File: config.mk
export PLATFORM = sky130hd
export DESIGN_NAME = ebt_timer
export DESIGN_NICKNAME = d
export VERILOG_FILES = /design/src/rtl/ebt_pkg.sv /design/src/rtl/ebt_prescaler.sv /design/src/rtl/ebt_timer.sv
export SDC_FILE = /design/constraint.sdc
export NUM_CORES = 1
export LEC_CHECK = 0
export BUFFER_PORTS_ARGS = -buffer_cell sky130_fd_sc_hd__buf_2
export CAP_MARGIN = 20
export CORE_MARGIN = 2
export CORE_UTILIZATION = 47
export DETAILED_ROUTE_END_ITERATION = 10
export GPL_TIMING_DRIVEN = 0
export PLACE_DENSITY = 0.83
export SYNTH_ARGS = -nofsm -noshare
export SYNTH_HDL_FRONTEND = slang
export SYNTH_HIERARCHICAL = 1
export SYNTH_SLANG_ARGS = --single-unit
File: constraint.sdc
create_clock -name clk -period 2.5 [get_ports clk]
set_input_delay 0.5 -clock clk [delete_from_list [all_inputs] [get_ports clk]]
set_output_delay 0.5 -clock clk [all_outputs]
set_load 0.05 [all_outputs]
File: src/rtl/ebt_pkg.sv
// shared constants, register map and types of the eight-bit reload timer
package ebt_pkg;

  // ---------------------------------------------------------------------------
  // counter and prescaler
  // ---------------------------------------------------------------------------
  localparam int          CNT_W        = 8;
  localparam logic [7:0]  COUNT_MAX    = 8'hFF;
  localparam logic [7:0]  COUNT_RST    = 8'h00;
  localparam logic [7:0]  RELOAD_RST   = 8'h00;
  localparam int          PRE_W        = 13;
  localparam int          N_TAPS       = 7;
  // log2 of the divisors 4,16,64,256,512,2048,8192; tap k in bits [4k+3:4k]
  localparam logic [27:0] TAP_LOG2_DEF = {4'hD, 4'hB, 4'h9, 4'h8, 4'h6, 4'h4, 4'h2};
  localparam logic [2:0]  CS_EXT       = 3'h7;

  // ---------------------------------------------------------------------------
  // register map, byte addresses
  // ---------------------------------------------------------------------------
  localparam int          ADDR_W       = 5;
  localparam logic [4:0]  OFS_CTRL     = 5'h00;
  localparam logic [4:0]  OFS_COUNT    = 5'h04;
  localparam logic [4:0]  OFS_RELOAD   = 5'h08;
  localparam logic [4:0]  OFS_STATUS   = 5'h0C;
  localparam logic [4:0]  OFS_MASK     = 5'h10;

  // control field positions
  localparam int          CTRL_RSEL_BIT = 7;
  localparam int          CTRL_EDGE_BIT = 3;
  localparam int          CTRL_CS_LSB   = 0;
  // status and mask field position
  localparam int          OVF_BIT       = 0;

  // bus responses
  localparam logic [1:0]  RESP_OKAY    = 2'h0;
  localparam logic [1:0]  RESP_SLVERR  = 2'h2;

  // control register contents
  typedef struct packed {
    logic       reload_select;
    logic       edge_rise;
    logic [2:0] clock_select;
  } ebt_ctrl_s;

  localparam ebt_ctrl_s   CTRL_RST     = '{reload_select: 1'b0, edge_rise: 1'b1,
                                           clock_select: 3'h0};
  localparam logic        FLAG_RST     = 1'b0;

endpackage : ebt_pkg

File: src/rtl/ebt_prescaler.sv
// free running prescaler giving one-cycle ticks at seven internal divisions
`timescale 1ns/1ns
module ebt_prescaler #(
  parameter int          PRE_W    = ebt_pkg::PRE_W,
  parameter logic [27:0] TAP_LOG2 = ebt_pkg::TAP_LOG2_DEF
) (
  input  wire logic                         clk,
  input  wire logic                         rst_n,
  output logic      [ebt_pkg::N_TAPS-1:0]   tap_tick
);

  logic [PRE_W-1:0] pre;

  // ---------------------------------------------------------------------------
  // low-bit mask for a division of 2**e
  // ---------------------------------------------------------------------------
  function automatic logic [PRE_W-1:0] ebt_tap_mask(input logic [3:0] e);
    logic [PRE_W-1:0] m;
    m = '0;
    for (int i = 0; i < PRE_W; i++) begin
      m[i] = (i < int'(e));
    end
    return m;
  endfunction : ebt_tap_mask

  // base counter, wraps freely
  always_ff @(posedge clk) begin
    if (!rst_n) begin
      pre <= '0;
    end else begin
      pre <= pre + 1'b1;
    end
  end

  // each tap fires when its low bits are all ones
  for (genvar k = 0; k < ebt_pkg::N_TAPS; k++) begin : g_tap
    assign tap_tick[k] = &(pre | ~ebt_tap_mask(TAP_LOG2[4*k +: 4]));
  end
endmodule : ebt_prescaler

File: src/rtl/ebt_timer.sv
// eight-bit reload timer with prescaler, event input, interrupt and axi4-lite slave
//
// Behaviour
// - one 8-bit counter that steps up by one per selected count tick
// - reset clears counter and reload select, interval counting starts at once
// - a tick while the counter holds all-ones is an overflow, not a step
// - in reload mode an overflow loads the reload value and counting continues
// - clock select all ones makes external input edges the count source
// - software picks one of seven internal sources or the external input
// - every overflow sets the flag, whatever the mode; irq follows only while the mask bit is set
// - reload select 0: count 00 to FF, then wrap to 00
// - reload select 1: count from reload value to FF, reload after overflow
// - internal taps are the clock divided by 4,16,64,256,512,2048,8192
// - event mode counts rising or falling edges; source supplies clean edges
`timescale 1ns/1ns
module ebt_timer #(
  parameter logic [27:0] TAP_LOG2 = ebt_pkg::TAP_LOG2_DEF
) (
  input  wire logic                         clk,
  input  wire logic                         rst_n,
  // axi4-lite write address
  input  wire logic [ebt_pkg::ADDR_W-1:0]   s_axi_awaddr,
  input  wire logic                         s_axi_awvalid,
  output logic                              s_axi_awready,
  // axi4-lite write data
  input  wire logic [31:0]                  s_axi_wdata,
  input  wire logic [3:0]                   s_axi_wstrb,
  input  wire logic                         s_axi_wvalid,
  output logic                              s_axi_wready,
  // axi4-lite write response
  output logic      [1:0]                   s_axi_bresp,
  output logic                              s_axi_bvalid,
  input  wire logic                         s_axi_bready,
  // axi4-lite read address
  input  wire logic [ebt_pkg::ADDR_W-1:0]   s_axi_araddr,
  input  wire logic                         s_axi_arvalid,
  output logic                              s_axi_arready,
  // axi4-lite read data
  output logic      [31:0]                  s_axi_rdata,
  output logic      [1:0]                   s_axi_rresp,
  output logic                              s_axi_rvalid,
  input  wire logic                         s_axi_rready,
  // external event source and interrupt
  input  wire logic                         event_input_pin,
  output logic                              irq
);

  // ---------------------------------------------------------------------------
  // state
  // ---------------------------------------------------------------------------
  ebt_pkg::ebt_ctrl_s          timer_mode_control;
  logic [ebt_pkg::CNT_W-1:0]   count_value;
  logic [ebt_pkg::CNT_W-1:0]   reload_value;
  logic                        ovf_flag;
  logic                        ovf_mask;
  logic                        pin_q;

  // write channel holding registers
  logic                        aw_held;
  logic [ebt_pkg::ADDR_W-1:0]  aw_addr;
  logic                        w_held;
  logic [7:0]                  w_byte;
  logic                        w_lane0;

  // ---------------------------------------------------------------------------
  // count sources
  // ---------------------------------------------------------------------------
  logic [ebt_pkg::N_TAPS-1:0]  tap_tick;
  logic                        pin_rise;
  logic                        pin_fall;
  logic                        edge_hit;
  logic                        sel_ext;
  logic [ebt_pkg::N_TAPS:0]    src_vec;
  logic                        count_tick;
  logic                        ovf_hit;
  logic [ebt_pkg::CNT_W-1:0]   next_count;

  ebt_prescaler #(
    .PRE_W    (ebt_pkg::PRE_W),
    .TAP_LOG2 (TAP_LOG2)
  ) u_prescaler (
    .clk      (clk),
    .rst_n    (rst_n),
    .tap_tick (tap_tick)
  );

  // edge detection on the event pin, already synchronous to clk
  assign pin_rise   = event_input_pin & ~pin_q;
  assign pin_fall   = ~event_input_pin & pin_q;
  assign edge_hit   = timer_mode_control.edge_rise ? pin_rise : pin_fall;
  assign sel_ext    = (timer_mode_control.clock_select == ebt_pkg::CS_EXT);
  // source mux, seven taps below the pin edge at index seven
  assign src_vec    = {edge_hit, tap_tick};
  assign count_tick = src_vec[timer_mode_control.clock_select];

  // ---------------------------------------------------------------------------
  // counter step, overflow and reload
  // ---------------------------------------------------------------------------
  assign ovf_hit    = count_tick && (count_value == ebt_pkg::COUNT_MAX);
  assign next_count = !count_tick ? count_value
                    : !ovf_hit    ? count_value + 1'b1
                    : timer_mode_control.reload_select ? reload_value
                    : ebt_pkg::COUNT_RST;

  // pin history and counter
  always_ff @(posedge clk) begin
    if (!rst_n) begin
      pin_q       <= event_input_pin; // no false edge after reset
      count_value <= ebt_pkg::COUNT_RST;
    end else begin
      pin_q       <= event_input_pin;
      count_value <= next_count;
    end
  end

  // ---------------------------------------------------------------------------
  // address decode
  // ---------------------------------------------------------------------------
  function automatic logic ebt_mapped(input logic [ebt_pkg::ADDR_W-1:0] a);
    return (a == ebt_pkg::OFS_CTRL)   || (a == ebt_pkg::OFS_COUNT) ||
           (a == ebt_pkg::OFS_RELOAD) || (a == ebt_pkg::OFS_STATUS) ||
           (a == ebt_pkg::OFS_MASK);
  endfunction : ebt_mapped

  logic do_write;
  logic wr_ctrl;
  logic wr_reload;
  logic wr_status;
  logic wr_mask;
  logic ovf_clear;
  logic next_ovf_flag;
  logic ar_take;
  logic [31:0] rd_mux;

  // a write commits once address and data are both held
  assign do_write  = aw_held && w_held && !s_axi_bvalid;
  assign wr_ctrl   = do_write && w_lane0 && (aw_addr == ebt_pkg::OFS_CTRL);
  assign wr_reload = do_write && w_lane0 && (aw_addr == ebt_pkg::OFS_RELOAD);
  assign wr_status = do_write && w_lane0 && (aw_addr == ebt_pkg::OFS_STATUS);
  assign wr_mask   = do_write && w_lane0 && (aw_addr == ebt_pkg::OFS_MASK);

  // overflow flag: set wins over a write-one clear in the same cycle
  assign ovf_clear     = wr_status && w_byte[ebt_pkg::OVF_BIT];
  assign next_ovf_flag = ovf_hit | (ovf_flag & ~ovf_clear);

  // level interrupt while an unmasked flag stands
  assign irq = ovf_flag & ovf_mask;

  // ---------------------------------------------------------------------------
  // software registers
  // ---------------------------------------------------------------------------
  always_ff @(posedge clk) begin
    if (!rst_n) begin
      timer_mode_control <= ebt_pkg::CTRL_RST;
      reload_value       <= ebt_pkg::RELOAD_RST;
      ovf_flag           <= ebt_pkg::FLAG_RST;
      ovf_mask           <= ebt_pkg::FLAG_RST;
    end else begin
      if (wr_ctrl) begin
        timer_mode_control.reload_select <= w_byte[ebt_pkg::CTRL_RSEL_BIT];
        timer_mode_control.edge_rise     <= w_byte[ebt_pkg::CTRL_EDGE_BIT];
        timer_mode_control.clock_select  <= w_byte[ebt_pkg::CTRL_CS_LSB +: 3];
      end
      if (wr_reload) begin
        reload_value <= w_byte;
      end
      if (wr_mask) begin
        ovf_mask <= w_byte[ebt_pkg::OVF_BIT];
      end
      ovf_flag <= next_ovf_flag;
    end
  end

  // ---------------------------------------------------------------------------
  // axi4-lite write path
  // ---------------------------------------------------------------------------
  assign s_axi_awready = !aw_held && !s_axi_bvalid;
  assign s_axi_wready  = !w_held && !s_axi_bvalid;

  // hold address and data in either order, answer after both
  always_ff @(posedge clk) begin
    if (!rst_n) begin
      aw_held      <= 1'b0;
      aw_addr      <= '0;
      w_held       <= 1'b0;
      w_byte       <= 8'h00;
      w_lane0      <= 1'b0;
      s_axi_bvalid <= 1'b0;
      s_axi_bresp  <= ebt_pkg::RESP_OKAY;
    end else begin
      if (s_axi_awvalid && s_axi_awready) begin
        aw_held <= 1'b1;
        aw_addr <= s_axi_awaddr;
      end
      if (s_axi_wvalid && s_axi_wready) begin
        w_held  <= 1'b1;
        w_byte  <= s_axi_wdata[7:0];
        w_lane0 <= s_axi_wstrb[0];
      end
      if (do_write) begin
        aw_held      <= 1'b0;
        w_held       <= 1'b0;
        s_axi_bvalid <= 1'b1;
        s_axi_bresp  <= ebt_mapped(aw_addr) ? ebt_pkg::RESP_OKAY
                                            : ebt_pkg::RESP_SLVERR;
      end else if (s_axi_bvalid && s_axi_bready) begin
        s_axi_bvalid <= 1'b0;
      end
    end
  end

  // ---------------------------------------------------------------------------
  // axi4-lite read path
  // ---------------------------------------------------------------------------
  assign s_axi_arready = !s_axi_rvalid;
  assign ar_take       = s_axi_arvalid && s_axi_arready;

  // read data selection, unused bits read zero
  assign rd_mux =
      (s_axi_araddr == ebt_pkg::OFS_CTRL)   ?
        {24'h000000, timer_mode_control.reload_select, 3'h0,
         timer_mode_control.edge_rise, timer_mode_control.clock_select} :
      (s_axi_araddr == ebt_pkg::OFS_COUNT)  ? {24'h000000, count_value}  :
      (s_axi_araddr == ebt_pkg::OFS_RELOAD) ? {24'h000000, reload_value} :
      (s_axi_araddr == ebt_pkg::OFS_STATUS) ? {31'h00000000, ovf_flag}   :
      (s_axi_araddr == ebt_pkg::OFS_MASK)   ? {31'h00000000, ovf_mask}   :
      32'h00000000;

  // read answer one cycle after the address is taken
  always_ff @(posedge clk) begin
    if (!rst_n) begin
      s_axi_rvalid <= 1'b0;
      s_axi_rdata  <= 32'h00000000;
      s_axi_rresp  <= ebt_pkg::RESP_OKAY;
    end else begin
      if (ar_take) begin
        s_axi_rvalid <= 1'b1;
        s_axi_rdata  <= rd_mux;
        s_axi_rresp  <= ebt_mapped(s_axi_araddr) ? ebt_pkg::RESP_OKAY
                                                 : ebt_pkg::RESP_SLVERR;
      end else if (s_axi_rvalid && s_axi_rready) begin
        s_axi_rvalid <= 1'b0;
      end
    end
  end
endmodule : ebt_timer

==> impl_metrics.toml, run 1 <==
[finish]
stdcell_count = 530
diodes = 0
fill_cells = 597
area_delta_synth_final_pct = 18.5
fin_nets = 486
drive_above_1_share = 0.249

[sta]
rsz0062_at_grt = "false"
worst_pin_slew_ns = 1.07
max_freq_mhz = 424
fin_setup_tns_ns = 0
setup-violations-final = 0
relSlewSlack = 0.277
period_minus_slack_ns = 2.36
finalHoldViolCount = 0
clock_skew_ns = 0.0128
finalMaxSlewViolations = 0
layout_worst_path_cycle_share = 0.943

[worst_setup_path]
critPathRequiredTime_ns = 2.74
critPathLaunchType = "register"
end_kind = "register"
critPathMaxFanout = 10
worstPathArrival_ns = 2.60
crit_type = "register to register"

[clock_tree]
clock_latency_ns = 0.34
numCtsBuffers = 9
cts_sinks = 65
cts_buffer_depth = 2
cts_max_level = 3
cts_hold_buf = 0
clk_pin_slew_ns = 0.07
cts_tree = "done"
root_buffer = "clkbuf_8"

[grt]
grt_pass1_wl_um = 11300
grt_pass1_vias = 2507
antenna_found_initial = 0
overflow = 0
grt_max_degree = 13
grt_use_total = 0.187

[detailed_routing]
wirelength_um = 6760
drtPass1Iterations = 8
wl_per_cell_um = 12.7
drt_iter0_drc = 178
drc = 0
wl_met3_um = 446
wl_met2_um = 3260
top_layer_used = "met4"
vias = 2741
antenna_left = 0
m1WireLength_um = 2970
avgViaCountPerCell = 5.17

[synth]
postSynthCellCount = 351
synth_warnings = 6
dominantRegCellSynth = "dfxtp_1"
async_flop_share = 0
ys_seq_elements = 65
synth_area_um2 = 3300
syn_avg_cell_area_um2 = 9.39
synth_top_cell_by_area = "dfxtp_1"
ys_types = 58
yosysTopAreaCellShare = 0.395
yosysSeqAreaShare = 0.395
synth-edff-count = 0
yosys-top-cells-area = "dfxtp_1, mux2i_1, nor2b_1, buf_4, nand2_1"

[floorplanning]
rows = 30
coreArea_um2 = 6790
die_w_um = 87.7
fp.dieH_um = 87.7
initial_core_util = 0.485
top_level_ports = 96
die_area_um2 = 7700

[power]
p_leak_nw = 1.61
pwr-share-comb = 0.143
seqPwrFrac = 0.494
intPower_mw = 1.56
power.switching_mw = 0.652
p_total_mw = 2.22
clock_power_share = 0.363
switching_share = 0.294
power.density_nw_per_um2 = 567
ir_worst_vdd_v = 0.000488

[worst_hold_path]
hold_path.class = "primary input to register"

[run_status]
outcome = "complete, no violations"

[placed_design]
gp_congestion = 0.903
dp.cells = 513
place_hpwl_um = 5070
port_buffers = 41

[flow_run]
maxCapViolations = 0
## Yosys cell counts, types with 7 or more instances
master    number
nand4_1        8
a21oi_1       10
nor2_1        11
nand2_1       21
mux2i_1       32
buf_4         26
a22oi_1       10
and3_1         7
dfxtp_1       65
nand3_1       12
nor2b_1       42
clkbuf_1      10
o21ai_0       12
## final cells by class
| cell class | count | area [µm²] | area share |
|---|---|---|---|
| buffer | 41 | 277 | 0.0708 |
| multi-input combinational | 264 | 1790 | 0.459 |
| clock inverter | 6 | 42.5 | 0.0109 |
| tap | 96 | 120 | 0.0308 |
| inverter | 6 | 22.5 | 0.00577 |
| clock buffer | 10 | 138 | 0.0352 |
| timing repair buffer | 42 | 213 | 0.0545 |
| sequential | 65 | 1300 | 0.333 |
## sequential cells by signal, summed over array words and instances (netlist names)
name	cells
u_prescaler/pre	13
count_value	8
reload_value	8
s_axi_rdata	8
w_byte	8
aw_addr	5
timer_mode_control	5
aw_held	1
ovf_flag	1
ovf_mask	1
pin_q	1
s_axi_bresp	1
s_axi_bvalid	1
s_axi_rresp	1
s_axi_rvalid	1
w_held	1
w_lane0	1
## critical path: stages (launching register included)
cell	delay [ns]
dfxtp_1	0.37
ha_2	0.23
nand3_2	0.09
buf_6	0.15
nor3_1	0.24
and3_1	0.21
mux2_2	0.16
o22ai_2	0.10
nor3_4	0.26
buf_6	0.20
nand3_1	0.08
and3_1	0.18
## layer usage
| metal | track usage | vias to the layer above |
|---|---|---|
| met5 | 0 | - |
| met1 | 0.237 | 1269 |
| met3 | 0.0481 | 10 |
| li1 | - | 1362 |
| met2 | 0.306 | 100 |
| met4 | 0.0741 | 0 |
## cell usage in the layout, fill, tap and decap left out, types with 2 or more instances in the layout
cell type | Yosys | final
nand2_1 | 21 | 21
o211a_1 | 4 | 4
clkinv_2 | 0 | 2
xnor2_1 | 2 | 2
or3_1 | 2 | 2
ha_1 | 3 | 2
a21oi_1 | 10 | 10
and3_1 | 7 | 7
dfxtp_1 | 65 | 65
nor3_1 | 6 | 6
a22o_1 | 4 | 4
a22oi_1 | 10 | 10
clkbuf_8 | 0 | 10
conb_1 | 1 | 26
mux2_4 | 2 | 2
buf_6 | 3 | 3
a31o_1 | 2 | 2
nor2b_1 | 42 | 42
clkbuf_1 | 10 | 10
inv_1 | 6 | 6
buf_2 | 2 | 43
nand2b_1 | 4 | 4
nand4_1 | 8 | 8
nand3_1 | 12 | 12
or4_1 | 4 | 4
and2_1 | 4 | 4
a21boi_1 | 2 | 2
mux2_2 | 2 | 2
nor2_1 | 11 | 11
o31ai_1 | 4 | 4
o21ai_0 | 12 | 12
nand3b_1 | 2 | 2
clkinvlp_4 | 0 | 2
buf_4 | 26 | 27
mux2i_1 | 32 | 32
## power groups by stage
stage | clock network (mW) | logic (mW) | registers, mW
finish | 0.804 | 0.318 | 1.09
global route | 0.868 | 0.342 | 1.10
CTS | 0.825 | 0.316 | 1.09
detailed placement | 0 | 0.315 | 1.12
global placement | 0 | 0.310 | 1.12
floorplan | 0 | 0.246 | 1.12
## path summary, 6_finish.rpt
check                      startpoint  slack, ns  depth (start not counted)                   to
hold reg to reg   u_prescaler/pre[12]       0.48                          2  u_prescaler/pre[12]
hold / removal        event_input_pin       0.32                          1                pin_q
setup / recovery   u_prescaler/pre[0]       0.14                         11       count_value[4]
setup reg to reg   u_prescaler/pre[0]       0.14                         11       count_value[4]
## cell families after synthesis
logic type,after synthesis,share of synthesized area
xor+xnor,3,0.00797
mux,36,0.113
simple gates,134,0.237
other cells,1,0.00114
compound gates,62,0.144
flops,65,0.395
fa+ha+maj,3,0.0114
buf+inv,47,0.0907
## through the flow
stage | setup WS, ns | instance area [µm²] | utilization | hold WS, ns
5_1_grt | 0.000206 | 3910 | 0.575 | 0.321
6_report | 0.142 | 3910 | 0.575 | 0.320
4_1_cts | 0.0492 | 3890 | 0.573 | 0.306
2_1_floorplan | 0.370 | 3390 | - | 0.430
3_5_place_dp | 0.0751 | 3710 | 0.547 | 0.470
3_3_place_gp | 0.126 | 3710 | 0.547 | 0.444
## what timing repair did
| item | CTS | global route |
|---|---|---|
| setup endpoints to repair | 0 | 8 |
| setup buffers | 0 | 1 |
| resized for setup | 0 | 1 |
Note: power is estimated with default switching activity, not from simulation.
==> run 2, diff against run 1 <==
Settings changed: BUFFER_PORTS_ARGS -buffer_cell sky130_fd_sc_hd__buf_2 to -buffer_cell sky130_fd_sc_hd__buf_4.
==> impl_metrics.toml, run 2 (synthesized netlist as in run 1, its figures left out) <==
[run_status]
outcome = "complete, no violations"

[finish]
final_cell_mix = "buf_4, dfxtp_1, nor2b_1"
diodes = 0
stdcell_count = 532
largest_register_ffs = 13
fin_nets = 488
drive_above_1_share = 0.250
largest-register = "u_prescaler/pre"
area_delta_synth_final_pct = 22.6
fill_cells = 568
finalInstanceArea_um2 = 4040
mostFrequentLayoutCell = "buf_4"

[placed_design]
port_buffers = 41
gp_congestion = 0.849
place_hpwl_um = 5190
dp.cells = 513
dpl-instance-area_um2 = 3820

[clock_tree]
cts_sinks = 65
clock_latency_ns = 0.35
clk_pin_slew_ns = 0.08
root_buffer = "clkbuf_8"
cts_hold_buf = 0
cts_buffer_depth = 2
cts_max_level = 3
cts-resized-gates = 0
cts_tree = "done"
numCtsBuffers = 9

[detailed_routing]
vias = 2761
drtPass1Iterations = 4
wirelength_um = 7000
drt_iter0_drc = 190
wl_per_cell_um = 13.2
antenna_left = 0
avgViaCountPerCell = 5.19
drc = 0

[worst_setup_path]
critPathRequiredTime_ns = 2.75
worstPathArrival_ns = 2.60
critPathMaxFanout = 10
end_kind = "register"
crit_type = "register to register"
critPathLaunchType = "register"

[floorplanning]
die_area_um2 = 7700
die_w_um = 87.7
rows = 30
fp.dieH_um = 87.7
top_level_ports = 96
initial_core_util = 0.485
coreArea_um2 = 6790

[power]
power.density_nw_per_um2 = 580
p_leak_nw = 1.65
p_total_mw = 2.34
ir_worst_vdd_v = 0.000417

[grt]
grt_max_degree = 14
grt_use_total = 0.192
overflow = 0
antenna_found_initial = 0
grt_pass1_wl_um = 11600
grt_pass1_vias = 2555

[sta]
max_freq_mhz = 425
setup-violations-final = 0
finalMaxSlewViolations = 0
clock_skew_ns = 0.0139
relSlewSlack = 0.654
worst_pin_slew_ns = 0.520
finalHoldViolCount = 0
period_minus_slack_ns = 2.35
hold_slack_ns = 0.289
layout_worst_path_cycle_share = 0.941

[worst_hold_path]
hold_path.class = "primary input to register"

[flow_run]
maxCapViolations = 0
-- run 2: changes by cell type in the layout (fill, tap and decap cells not counted) --
cell and change:
buf_4 +42, clkinvlp_4 -1, clkinv_2 -1, clkbuf_8 -1
inv_6 +1, bufinv_16 +1, buf_2 -41, clkinv_4 +1
ha_2 -1, clkbuf_2 +1, ha_1 +1
-- run 2: routing by layer --
| metal | GRT usage | vias up | routed length (µm) |
|---|---|---|---|
| met5 | 0 | - | 0 |
| met4 | 0.0965 | 0 | 114 |
| met3 | 0.0443 | 11 | 469 |
| met2 | 0.315 | 98 | 3410 |
| met1 | 0.236 | 1291 | 3010 |
| li1 | - | 1361 | - |
-- run 2: what timing repair did --
item                                    CTS  global route
endpoints found under the setup margin    0             7
setup buffers                             0             2
hold endpoints to repair                  0             0
-- run 2: worst paths after layout --
kind | from | end | slack, ns | depth (start not counted)
setup / recovery | u_prescaler/pre[0] | count_value[4] | 0.15 | 11
hold / removal | event_input_pin | pin_q | 0.29 | 1
setup reg to reg | u_prescaler/pre[0] | count_value[4] | 0.15 | 11
hold reg to reg | u_prescaler/pre[0] | u_prescaler/pre[0] | 0.46 | 1
-- run 2: area by class of cell --
cell class              count  area, µm²  area share
plain buffers              41        277      0.0685
clock buffers               9        124      0.0307
clock inverters             7       77.6      0.0192
inverters                   6       22.5     0.00558
multi-input cells         264       1790       0.443
flip-flops and latches     65       1300       0.322
well taps                  96        120      0.0297
repair buffers             44        328      0.0812
-- run 2: stage by stage --
stage | setup TNS [ns] | utilization | worst slack (ns)
floorplan | 0 | - | 0.370
global placement | 0 | 0.562 | 0.141
detailed placement | 0 | 0.562 | 0.0961
CTS | 0 | 0.592 | 0.0758
global route | -0.00243 | 0.594 | -0.00243
finish | 0 | 0.594 | 0.148
-- run 2: power by group --
group	internal [mW]	total [mW]	switching, mW	leakage, nW
clock network	0.468	0.910	0.442	0.100
registers	1.06	1.09	0.0301	0.528
logic	0.128	0.336	0.208	1.03
total	1.66	2.34	0.680	1.65
-- run 2: critical path, cell delays in order (launching register included) --
cell and delay [ns]:
dfxtp_1 0.37, ha_1 0.25, nand3_2 0.10, buf_6 0.15, nor3_1 0.25, and3_1 0.19, mux2_2 0.15, o22ai_2 0.09
nor3_4 0.26, buf_6 0.20, nand3_1 0.08, and3_1 0.18
